## src/inc/phc_cfg.svh

```systemverilog
// register offsets, field positions and reset values of the pump command handler
// assumes a 32-bit APB slave with word-aligned registers
`ifndef PHC_CFG_SVH
`define PHC_CFG_SVH

`define PHC_OFF_CTRL 12'h000
`define PHC_OFF_STAT 12'h004
`define PHC_OFF_ISTAT 12'h008
`define PHC_OFF_IMASK 12'h00C
`define PHC_OFF_LAST 12'h010

`define PHC_CTRL_MUTE 0
`define PHC_INT_ANS 0
`define PHC_INT_MODE 1
`define PHC_INT_ALARM 2
`define PHC_INT_PUMP 3
`define PHC_INT_W 4

`define PHC_CTRL_RST 1'h0
`define PHC_IMASK_RST 4'h0

`endif

```

## src/inc/phc_pkg.sv

```systemverilog
// types of the pump command handler: modes, pump states, codes and carriers
// assumes nothing beyond a SystemVerilog compiler
package phc_pkg;

    typedef enum logic [3:0] {
        MODE_LOCAL = 4'h1,
        MODE_REMOTE = 4'h2,
        MODE_SER232 = 4'h4,
        MODE_SER485 = 4'h8
    } phc_mode_type;

    typedef enum logic [2:0] {
        PUMP_STOP = 3'h1,
        PUMP_ACCEL = 3'h2,
        PUMP_DECEL = 3'h4
    } phc_pump_type;

    typedef enum logic [0:0] {
        PORT_232 = 1'h0,
        PORT_485 = 1'h1
    } phc_port_type;

    typedef enum logic [3:0] {
        mode_query_cmd = 4'h0,
        online_request_cmd = 4'h1,
        offline_request_cmd = 4'h2,
        start_cmd = 4'h3,
        stop_cmd = 4'h4,
        reset_cmd = 4'h5
    } phc_cmd_code_type;

    typedef enum logic [3:0] {
        mode_local_ans = 4'h0,
        mode_remote_ans = 4'h1,
        mode_serial232_ans = 4'h2,
        mode_serial485_ans = 4'h3,
        accel_started_ans = 4'h4,
        decel_started_ans = 4'h5,
        buzzer_off_ans = 4'h6,
        failure_cleared_ans = 4'h7,
        failure_persists_ans = 4'h8,
        operation_invalid_ans = 4'h9
    } phc_ans_code_type;

    typedef struct packed {
        logic valid;
        phc_port_type port;
        phc_cmd_code_type code;
    } phc_cmd_type;

    typedef struct packed {
        logic valid;
        phc_port_type port;
        phc_ans_code_type code;
        logic [15:0] sub;
    } phc_ans_type;

endpackage : phc_pkg

```

## src/rtl/phc_top.sv

```systemverilog
// pump command handler: mode and operation commands from two serial ports
// assumes framing is done outside; commands arrive decoded, one cycle each
//
// The implementer's own choices: the placing of the registers and the APB interface to the registers.
`timescale 1ns/1ps
`default_nettype none
`include "phc_cfg.svh"

module phc_top #(
    parameter int CODE_W = 16
) (
    // clock and reset
    input wire logic clk_in,
    input wire logic reset_in,
    // apb slave
    input wire logic psel_in,
    input wire logic penable_in,
    input wire logic pwrite_in,
    input wire logic [11:0] paddr_in,
    input wire logic [31:0] pwdata_in,
    output logic [31:0] prdata_out,
    output logic pready_out,
    output logic pslverr_out,
    output logic irq_out,
    // decoded commands and answers
    input wire phc_pkg::phc_cmd_type cmd_in,
    output phc_pkg::phc_ans_type ans_out,
    // front panel
    input wire logic local_sel_in,
    input wire logic start_key_in,
    input wire logic stop_key_in,
    input wire logic reset_key_in,
    // pump and fault status
    input wire logic pump_halted_in,
    input wire logic fault_active_in,
    input wire logic [CODE_W-1:0] fault_code_in,
    // outputs to the drive and panel
    output phc_pkg::phc_mode_type mode_out,
    output phc_pkg::phc_pump_type pump_out,
    output logic buzzer_out,
    output logic alarm_out
);

    // ----------------------------------------------------------------
    // elaboration check
    // ----------------------------------------------------------------
    // the alarm code is two characters of eight bits
    if (CODE_W != 16) begin : g_bad_code_w
        $error("phc_top: CODE_W must be 16");
    end

    // ----------------------------------------------------------------
    // state
    // ----------------------------------------------------------------
    phc_pkg::phc_mode_type mode_reg;
    phc_pkg::phc_mode_type mode_next;
    phc_pkg::phc_pump_type pump_reg;
    logic alarm_reg;
    logic buzz_reg;
    logic sel_prev_reg;
    logic mute_reg;
    logic [`PHC_INT_W-1:0] istat_reg;
    logic [`PHC_INT_W-1:0] imask_reg;
    phc_pkg::phc_ans_type ans_reg;
    phc_pkg::phc_ans_type ans_next;
    logic [31:0] prdata_reg;
    logic pready_reg;
    logic pslverr_reg;
    logic irq_reg;

    logic sel_change;
    logic do_start;
    logic do_stop;
    logic do_buzz_off;
    logic do_clear;
    logic port_ok;
    logic alarm_rise;
    logic [`PHC_INT_W-1:0] ev;

    function automatic phc_pkg::phc_ans_code_type mode_ans(
        input phc_pkg::phc_mode_type m
    );
        case (m)
            phc_pkg::MODE_LOCAL: mode_ans = phc_pkg::mode_local_ans;
            phc_pkg::MODE_REMOTE: mode_ans = phc_pkg::mode_remote_ans;
            phc_pkg::MODE_SER232: mode_ans = phc_pkg::mode_serial232_ans;
            default: mode_ans = phc_pkg::mode_serial485_ans;
        endcase
    endfunction : mode_ans

    // ----------------------------------------------------------------
    // command decode
    // ----------------------------------------------------------------
    assign sel_change = local_sel_in != sel_prev_reg;

    always_comb begin
        mode_next = mode_reg;
        do_start = 1'b0;
        do_stop = 1'b0;
        do_buzz_off = 1'b0;
        do_clear = 1'b0;
        ans_next = '0;
        ans_next.port = cmd_in.port;
        ans_next.valid = cmd_in.valid;
        ans_next.code = phc_pkg::operation_invalid_ans;
        port_ok = (mode_reg == phc_pkg::MODE_SER232 && cmd_in.port == phc_pkg::PORT_232)
            || (mode_reg == phc_pkg::MODE_SER485 && cmd_in.port == phc_pkg::PORT_485);
        if (sel_change) begin
            // the selector wins over a serial request in the same cycle
            mode_next = local_sel_in ? phc_pkg::MODE_LOCAL : phc_pkg::MODE_REMOTE;
        end else if (cmd_in.valid) begin
            case (cmd_in.code)
                phc_pkg::online_request_cmd: begin
                    if (mode_reg == phc_pkg::MODE_REMOTE) begin
                        mode_next = (cmd_in.port == phc_pkg::PORT_232) ?
                            phc_pkg::MODE_SER232 : phc_pkg::MODE_SER485;
                    end
                end
                phc_pkg::offline_request_cmd: begin
                    if (mode_reg == phc_pkg::MODE_SER232 || mode_reg == phc_pkg::MODE_SER485) begin
                        mode_next = phc_pkg::MODE_REMOTE;
                    end
                end
                default: begin
                end
            endcase
        end
        if (cmd_in.valid) begin
            case (cmd_in.code)
                phc_pkg::mode_query_cmd,
                phc_pkg::online_request_cmd,
                phc_pkg::offline_request_cmd: begin
                    ans_next.code = mode_ans(mode_next);
                end
                phc_pkg::start_cmd: begin
                    if (port_ok && pump_reg != phc_pkg::PUMP_ACCEL && !alarm_reg) begin
                        do_start = 1'b1;
                        ans_next.code = phc_pkg::accel_started_ans;
                    end
                end
                phc_pkg::stop_cmd: begin
                    if (port_ok && pump_reg == phc_pkg::PUMP_ACCEL) begin
                        do_stop = 1'b1;
                        ans_next.code = phc_pkg::decel_started_ans;
                    end
                end
                phc_pkg::reset_cmd: begin
                    if (port_ok && alarm_reg) begin
                        if (buzz_reg) begin
                            do_buzz_off = 1'b1;
                            ans_next.code = phc_pkg::buzzer_off_ans;
                        end else begin
                            do_clear = 1'b1;
                            if (fault_active_in) begin
                                ans_next.code = phc_pkg::failure_persists_ans;
                                ans_next.sub = fault_code_in;
                            end else begin
                                ans_next.code = phc_pkg::failure_cleared_ans;
                            end
                        end
                    end
                end
                default: begin
                end
            endcase
        end else begin
            // panel keys act only when no serial command is taken
            do_start = start_key_in && pump_reg != phc_pkg::PUMP_ACCEL && !alarm_reg;
            do_stop = stop_key_in && pump_reg == phc_pkg::PUMP_ACCEL;
            do_buzz_off = reset_key_in && alarm_reg && buzz_reg;
            do_clear = reset_key_in && alarm_reg && !buzz_reg;
        end
    end

    // ----------------------------------------------------------------
    // operation mode
    // ----------------------------------------------------------------
    always_ff @(posedge clk_in) begin
        if (reset_in) begin
            mode_reg <= phc_pkg::MODE_REMOTE;
            sel_prev_reg <= 1'b0;
        end else begin
            mode_reg <= mode_next;
            sel_prev_reg <= local_sel_in;
        end
    end

    // ----------------------------------------------------------------
    // pump run state
    // ----------------------------------------------------------------
    always_ff @(posedge clk_in) begin
        if (reset_in) begin
            pump_reg <= phc_pkg::PUMP_STOP;
        end else begin
            case (pump_reg)
                phc_pkg::PUMP_STOP: begin
                    if (do_start) begin
                        pump_reg <= phc_pkg::PUMP_ACCEL;
                    end
                end
                phc_pkg::PUMP_ACCEL: begin
                    // a new alarm brakes the pump as a stop would
                    if (do_stop || alarm_rise) begin
                        pump_reg <= phc_pkg::PUMP_DECEL;
                    end
                end
                phc_pkg::PUMP_DECEL: begin
                    if (do_start) begin
                        pump_reg <= phc_pkg::PUMP_ACCEL;
                    end else if (pump_halted_in) begin
                        pump_reg <= phc_pkg::PUMP_STOP;
                    end
                end
                default: begin
                    pump_reg <= phc_pkg::PUMP_STOP;
                end
            endcase
        end
    end

    // ----------------------------------------------------------------
    // alarm latch and buzzer
    // ----------------------------------------------------------------
    assign alarm_rise = fault_active_in && !alarm_reg;

    always_ff @(posedge clk_in) begin
        if (reset_in) begin
            alarm_reg <= 1'b0;
            buzz_reg <= 1'b0;
        end else if (do_clear) begin
            // a fault still present re-latches and sounds again
            alarm_reg <= fault_active_in;
            buzz_reg <= fault_active_in;
        end else if (alarm_rise) begin
            alarm_reg <= 1'b1;
            buzz_reg <= 1'b1;
        end else if (do_buzz_off) begin
            buzz_reg <= 1'b0;
        end
    end

    // ----------------------------------------------------------------
    // answer
    // ----------------------------------------------------------------
    always_ff @(posedge clk_in) begin
        if (reset_in) begin
            ans_reg <= '0;
        end else begin
            ans_reg <= ans_next;
        end
    end

    // ----------------------------------------------------------------
    // interrupt status and mask
    // ----------------------------------------------------------------
    logic wr_fire;
    assign wr_fire = psel_in && penable_in && pready_reg && pwrite_in;

    always_comb begin
        ev = '0;
        ev[`PHC_INT_ANS] = ans_next.valid;
        ev[`PHC_INT_MODE] = mode_next != mode_reg;
        ev[`PHC_INT_ALARM] = alarm_rise;
        ev[`PHC_INT_PUMP] = do_start || do_stop;
    end

    always_ff @(posedge clk_in) begin
        if (reset_in) begin
            istat_reg <= '0;
            imask_reg <= `PHC_IMASK_RST;
            mute_reg <= `PHC_CTRL_RST;
        end else begin
            // a new event wins over a clear in the same cycle
            if (wr_fire && paddr_in == `PHC_OFF_ISTAT) begin
                istat_reg <= (istat_reg & ~pwdata_in[`PHC_INT_W-1:0]) | ev;
            end else begin
                istat_reg <= istat_reg | ev;
            end
            if (wr_fire && paddr_in == `PHC_OFF_IMASK) begin
                imask_reg <= pwdata_in[`PHC_INT_W-1:0];
            end
            if (wr_fire && paddr_in == `PHC_OFF_CTRL) begin
                mute_reg <= pwdata_in[`PHC_CTRL_MUTE];
            end
        end
    end

    always_ff @(posedge clk_in) begin
        if (reset_in) begin
            irq_reg <= 1'b0;
        end else begin
            irq_reg <= |((istat_reg | ev) & imask_reg);
        end
    end

    // ----------------------------------------------------------------
    // apb slave: no wait state, read data sampled in setup
    // ----------------------------------------------------------------
    always_ff @(posedge clk_in) begin
        if (reset_in) begin
            pready_reg <= 1'b0;
            pslverr_reg <= 1'b0;
            prdata_reg <= '0;
        end else if (psel_in && !penable_in && !pready_reg) begin
            pready_reg <= 1'b1;
            pslverr_reg <= 1'b0;
            prdata_reg <= '0;
            case (paddr_in)
                `PHC_OFF_CTRL: prdata_reg[`PHC_CTRL_MUTE] <= mute_reg;
                `PHC_OFF_STAT: prdata_reg[9:0] <= {alarm_reg, buzz_reg, 1'b0, pump_reg, mode_reg};
                `PHC_OFF_ISTAT: prdata_reg[`PHC_INT_W-1:0] <= istat_reg;
                `PHC_OFF_IMASK: prdata_reg[`PHC_INT_W-1:0] <= imask_reg;
                `PHC_OFF_LAST: prdata_reg[20:0] <= {ans_reg.port, ans_reg.code, ans_reg.sub};
                default: pslverr_reg <= 1'b1;
            endcase
        end else begin
            pready_reg <= 1'b0;
            pslverr_reg <= 1'b0;
        end
    end

    // ----------------------------------------------------------------
    // outputs
    // ----------------------------------------------------------------
    assign prdata_out = prdata_reg;
    assign pready_out = pready_reg;
    assign pslverr_out = pslverr_reg;
    assign irq_out = irq_reg;
    assign ans_out = ans_reg;
    assign mode_out = mode_reg;
    assign pump_out = pump_reg;
    // mute only gates the pin; the buzzer state still drives reset answers
    assign buzzer_out = buzz_reg && !mute_reg;
    assign alarm_out = alarm_reg;

endmodule : phc_top
`default_nettype wire

```

## config.mk

```make
export PLATFORM = sky130hd
export DESIGN_NAME = phc_top
export DESIGN_NICKNAME = d
export VERILOG_FILES = /design/src/inc/phc_pkg.sv /design/src/rtl/phc_top.sv
export VERILOG_INCLUDE_DIRS = /design/src /design/src/inc
export SDC_FILE = /design/constraint.sdc
export NUM_CORES = 1
export LEC_CHECK = 0
export ABC_AREA = 1
export BUFFER_PORTS_ARGS = -buffer_cell sky130_fd_sc_hd__buf_4
export CAP_MARGIN = 20
export CORE_MARGIN = 4
export CORE_UTILIZATION = 47
export CTS_CLUSTER_SIZE = 40
export DETAILED_ROUTE_END_ITERATION = 6
export PLACE_DENSITY = 0.81
export SYNTH_ARGS = -nofsm -noshare
export SYNTH_HDL_FRONTEND = slang
export SYNTH_SLANG_ARGS = --single-unit
```

## constraint.sdc

```tcl
create_clock -name clk_in -period 1.85 [get_ports clk_in]
set_input_delay 0.2775 -clock clk_in [delete_from_list [all_inputs] [get_ports clk_in]]
set_output_delay 0.2775 -clock clk_in [all_outputs]
set_load 0.02 [all_outputs]
```

==> results of run 1 <==
logic make-up (layout without fill, tap and decap cells):
family                 Yosys count  in the layout  synth area share (%)
other                            1             11                 0.120
AO/OA/AOI/OAI                   90             90                  16.7
AND/OR/NAND/NOR                192            192                  27.9
flip-flops                      65             65                  41.6
buffers and inverters          101            207                  13.7
report_power, final:
| part | total [mW] | internal (mW) | leakage (nW) | switching, mW |
|---|---|---|---|---|
| registers | 1.52 | 1.46 | 0.532 | 0.0540 |
| logic | 0.647 | 0.265 | 1.38 | 0.382 |
| clock network | 1.35 | 0.772 | 0.114 | 0.583 |
stage by stage:
stage               instance area, µm²  TNS (ns)  utilization, %
CTS                               4230         0            66.2
global placement                  4000         0            62.7
detailed placement                4000         0            62.7
finish                            4250         0            66.6
global route                      4250   -0.0240            66.6
floorplan                         3160         0               -
routing by layer:
layer | vias to the layer above | track usage, % | part of all wire [%]
met5 | - | 0 | 0
met4 | 0 | 7.98 | 2.4
met3 | 24 | 8.94 | 9.3
met2 | 164 | 38.4 | 49
met1 | 1522 | 27.6 | 39
li1 | 1657 | - | -
repair_timing:
action                     4_1_cts  5_1_grt
gates resized for setup          0       10
setup endpoints to repair        0       11
setup buffers                    0        0
cell type report:
class / count / area [µm²]
clock buffer: 9 / 124
clock inverter: 7 / 104
fill: 552 / 2130
inverter: 79 / 299
multi-input combinational: 293 / 1450
sequential: 65 / 1310
tap: 77 / 96.3
timing repair buffer: 112 / 866
cells in the mapped netlist (all sizes together) (2+ instances only):
library cell  count
nor3b             2
nand4             8
buf              14
nand3b            2
o21ai            31
o22ai             6
inv              76
a31oi             2
nand3            29
a21oi            33
nor4              2
nor2             59
clkinv            3
a211oi            2
clkbuf            8
o211ai           11
dfxtp            65
nand2            77
nor3             12
worst paths after layout:
kind	startpoint	end	slack [ns]	cells after the start
max	mode_out[0]$_SDFF_PP0_	irq_out$_SDFF_PP0_	0.15	11
min	fault_code_in[13]	ans_out[13]$_SDFF_PP0_	0.14	3
max reg2reg	mode_out[0]$_SDFF_PP0_	irq_out$_SDFF_PP0_	0.15	11
min reg2reg	ans_out[10]$_SDFF_PP0_	prdata_out[10]$_SDFFE_PP0P_	0.47	2
critical path, cell delays in order, from the launching register on:
cell and delay (ns):
dfxtp_1 0.35, nor2_2 0.19, nand2_2 0.12, o21ai_4 0.19, nand2_2 0.08, nor2_2 0.12, nand2_2 0.08, nand2_4 0.08
inv_4 0.06, nand3_1 0.10, a21oi_1 0.10, a21oi_2 0.15
==> results.md, run 1 <==
* Syn-to-layout area delta at 36.1%
* Fin worst setup slack at between 0.1 and 0.15 ns
* Post-synth EDFFs at 0
* Type of the worst setup path: register to register
* Port-buffer cells at 103
* Pwr/cell area at 827 nW/µm²
* Global Route Usage Sum at 23.2%
* Worst slew pin tran at ~0.51 ns
* Mapped Area at 3130 µm²
* Fin cells at 642
* Syn Inst Count at 449
* Post-detailed-route wirelength per cell at around 14 µm
* Number of flip-flops in the largest register at 22
* Routed WL at 9000 µm
* Inserted Diodes at 0
* Fraction of layout cells with a size suffix above 1 at 27.4%
* Total gr overflow at 0
* Most frequent cells in the layout: 110 x buf_4, 73 x inv_1, 70 x nand2_1
* Max-cap viol count at 0
* Setup-failing EPs final at 0
* Fin crit share at 92.0%
* Worst-case clock skew at 0.00786 ns
* Relative slew slack at 65.5%
* Area leader, netlist: dfxtp_1
* Vias at 3,367
* Placeable Area at 6390 µm²
* Dominant cells by area after synthesis: dfxtp_1 42%, inv_1 8.8%, nand2_1 8.5%
* Startpoint class of the critical path: register
* Tmin final at approximately 1.7 ns
* Num CTS Buffers at 9
* FF+latch count, synth at 65
* Number of global-route vias before repair at about 3.2k
* Initial antenna violation count at 0
* Ys flop type: dfxtp_1
* Post-DP HPWL at 6870 µm
* Mean post-synth cell area at ~7.0 µm²
* Max Root-Sink Buffers at 2
* CTS Hold Bufs at 0
* Antenna Nets Post-Route at 0
* Register area share after synthesis at 41.6%
* Post-synthesis cell type count at 38
* Routed vias/inst at 5.24
* Clk slew on worst S/H paths at 0.08 ns
* Ys Warns at 0
* Pre-CTS setup slack at 0.0895 ns
* Status: completed
* Depth of the CTS H-tree at 3
* CTS root buf: clkbuf_8
* IO Pins at 143
* Number of iterations in the first detailed-routing pass at 7
* Ys async rst share at 0%
* TritonCTS clock tree: built
* Crit path required time at 2.12 ns
* Clk sinks at between 60 and 70
* CP arrival at 1.98 ns
* Worst Setup End Kind: register
* Iter 0 DRT Violations at 198
* Final GP Congestion at ~0.89
* Worst-skew pair later-pin latency at approximately 0.35 ns
* DRC violations left at 0
* Height of the die at 89.5 µm
* Commonest non-fill, non-tap cell in the layout: buf_4
* Pwr Total at 3.52 mW
* Max VDD drop at between 0.6 and 0.7 mV
* DIE AREA at 8020 µm²
* Max Slew Vio Count at 0
* Initial core utilization at between 40% and 50%
* Worst Path Max Fanout at 5
* Achievable frequency at about 0.59 GHz
* Dpl cells at 626
* Largest net degree at the start of global routing at a little over 40
* Leakage power at 2.03 nW
* Nets@finish at 637
* # rows at 29
* Hold Path Class: primary input to register
* Final Hold Fails at 0
* Area share of the largest cell type after synthesis at 41.6%
* First-pass GRT wire length at around 14,000 µm
* Die width at 89.5 µm
* Hold slack at approximately 0.14 ns
Note: power is estimated with default switching activity, not from simulation.
==> run 2, diff against run 1 <==
--- a/config.mk
+++ b/config.mk
@@ -9,8 +9,10 @@
 export ABC_AREA = 1
 export BUFFER_PORTS_ARGS = -buffer_cell sky130_fd_sc_hd__buf_4
 export CAP_MARGIN = 20
+export CELL_PAD_IN_SITES_DETAIL_PLACEMENT = 1
+export CELL_PAD_IN_SITES_GLOBAL_PLACEMENT = 2
 export CORE_MARGIN = 4
-export CORE_UTILIZATION = 47
+export CORE_UTILIZATION = 24
 export CTS_CLUSTER_SIZE = 40
 export DETAILED_ROUTE_END_ITERATION = 6
 export PLACE_DENSITY = 0.81
==> results.md, run 2 (same netlist as run 1, synthesis figures left out) <==
* Tmin final at 1.69 ns (-0.0138 ns)
* Pwr/cell area at 872 nW/µm² (+5.5%)
* Fin cells at 747 (+16%)
* Max Root-Sink Buffers at 2 (unchanged)
* Routed vias/inst at 4.41 (-16%)
* # rows at 41 (+41%)
* Hold Path Class: primary input to register
* Sum Neg Setup Slack at 0 ns (unchanged)
* Final Hold Fails at 0 (unchanged)
* Fill count at 1,603 (+190%)
* Worst-skew pair later-pin latency at 0.33 ns (-0.02 ns)
* Clk slew on worst S/H paths at 0.06 ns (-0.02 ns)
* Routed WL at 10,900 µm (+21%)
* Sw Share at 27.7% (-1.2 points)
* Worst slew pin tran at 0.550 ns (+0.0371 ns)
* Total gr overflow at 0 (unchanged)
* Post-DP HPWL at 8420 µm (+23%)
* Fraction of layout cells with a size suffix above 1 at 28.3% (+0.91 points)
* Depth of the CTS H-tree at 3 (unchanged)
* Worst Path Max Fanout at 5 (unchanged)
* Worst-case clock skew at 0.00599 ns (-0.00187 ns)
* Height of the die at 122 µm (+36%)
* Worst Setup End Kind: register
* Post-detailed-route wirelength per cell at 14.5 µm (+3.7%)
* IO Pins at 143 (unchanged)
* Die width at 122 µm (+36%)
* Max VDD drop at 0.364 mV (-40%)
* Inserted Diodes at 0 (unchanged)
* CTS root buf: clkbuf_16
* Number of iterations in the first detailed-routing pass at 4 (-3)
* Number of global-route vias before repair at 3,480 (+8.3%)
* Initial core utilization at 24.7% (-24 points)
* Max-cap viol count at 0 (unchanged)
* Clk sinks at 65 (unchanged)
* Relative slew slack at 63.0% (-2.5 points)
* RSZ-0062 raised after global routing: true
* Global Route Usage Sum at 14.5% (-8.7 points)
* Sequential power share at 38.5% (-4.6 points)
* Port-buffer cells at 103 (unchanged)
* CP arrival at 1.93 ns (-0.05 ns)
* Placeable Area at 12,700 µm² (+98%)
* Status: completed
* Syn-to-layout area delta at 45.2%
* Pwr Total at 3.96 mW (+13%)
* Startpoint class of the critical path: register
* TritonCTS clock tree: built
* Combinational Power Share at 17.2% (-1.2 points)
* CTS Hold Bufs at 0 (unchanged)
* DRC violations left at 0 (unchanged)
* Final GP Congestion at 0.813 (-8.6%)
* Number of flip-flops in the largest register at 22 (unchanged)
* Vias at 3,298 (-2.0%)
* Max Slew Vio Count at 0 (unchanged)
* Largest net degree at the start of global routing at 35 (-15%)
* Commonest non-fill, non-tap cell in the layout: buf_4
* P_int at 2.86 mW (+14%)
* Antenna Nets Post-Route at 0 (unchanged)
* Nets@finish at 647 (+1.6%)
* Most frequent cells in the layout: 121 x buf_4, 73 x inv_1, 71 x nand2_1
* Post-layout util at 35.8% (-31 points)
* Dpl cells at 729 (+16%)
* Iter 0 DRT Violations at 102 (-48%)
* Leakage power at 2.12 nW (+4.2%)
* Psw at 1.10 mW (+7.7%)
* Fin crit share at 91.2% (-0.75 points)
* Clk pwr share at 44.3% (+5.8 points)
* First-pass GRT wire length at 17,100 µm (+18%)
* Num CTS Buffers at 9 (unchanged)
* Setup-failing EPs final at 0 (unchanged)
* Initial antenna violation count at 0 (unchanged)
* DIE AREA at 14,900 µm² (+86%)
* Crit path required time at 2.09 ns (-0.03 ns)
* Achievable frequency at 0.593 GHz (+0.82%)
* Type of the worst setup path: register to register
[run 2: cell types whose count changed in the layout (fill, tap and decap cells not counted), moves of 2 or more]
cell and change:
buf_4 +11, clkbuf_16 +9, clkbuf_8 -7, nor2_2 -5, clkinv_4 -3, nor2_4 +3, nor2_1 +2
[run 2: per-layer routing]
layer	track usage, %	up-vias	wire, µm
li1	-	1674	-
met1	17.4	1537	4760
met2	25.3	73	5430
met3	3.99	14	505
met4	4.20	0	159
met5	0	-	0
[run 2: layout make-up]
cell class	count	area, µm²	share of cell area (%)
Inverter	79	299	6.59
Clock buffer	12	256	5.65
Sequential cell	65	1310	29.0
Multi-Input combinational cell	293	1470	32.5
Timing Repair Buffer	122	928	20.5
Clock inverter	4	51.3	1.13
Tap cell	172	215	4.74
[run 2: power groups by stage]
stage	clock (mW)	combinational, mW	sequential [mW]
finish	1.75	0.682	1.52
global route	1.84	0.761	1.53
CTS	1.78	0.669	1.52
detailed placement	0	0.665	1.55
global placement	0	0.644	1.55
floorplan	0	0.330	1.60
[run 2: timing repair]
| item | in CTS | in global routing |
|---|---|---|
| hold endpoints to repair | 0 | 0 |
| endpoints found under the setup margin | 2 | 26 |
| setup buffers | 0 | 2 |
| pin swaps | 0 | 3 |
| gates cloned | 0 | 0 |
| resized for setup | 2 | 12 |
[run 2: final timing paths]
path | start | endpoint | slack, ns | cells after the start
setup reg to reg | mode_out[3]$_SDFF_PP0_ | buzz_reg$_SDFFE_PP0P_ | 0.16 | 10
hold / removal | fault_code_in[7] | ans_out[7]$_SDFF_PP0_ | 0.16 | 3
hold reg to reg | ans_out[13]$_SDFF_PP0_ | prdata_out[13]$_SDFFE_PP0P_ | 0.47 | 2
setup / recovery | mode_out[3]$_SDFF_PP0_ | buzz_reg$_SDFFE_PP0P_ | 0.16 | 10
[run 2: through the flow]
step           setup slack [ns]  hold slack, ns  instance area [µm²]
2_1_floorplan             0.161           0.383                 3160
3_3_place_gp             0.0861           0.449                 4170
3_5_place_dp            0.00304           0.456                 4170
4_1_cts                 0.00150           0.149                 4480
5_1_grt                 -0.0458           0.158                 4540
6_report                  0.162           0.155                 4540
[run 2: worst max-delay path, stage by stage (launching register included)]
cell      delay, ns
dfxtp_4        0.38
inv_1          0.06
nor2_1         0.13
nand3_1        0.13
o21ai_4        0.12
nand2_1        0.11
inv_1          0.06
nand2_1        0.09
o21ai_2        0.20
nor3_1         0.09
a211oi_2       0.23
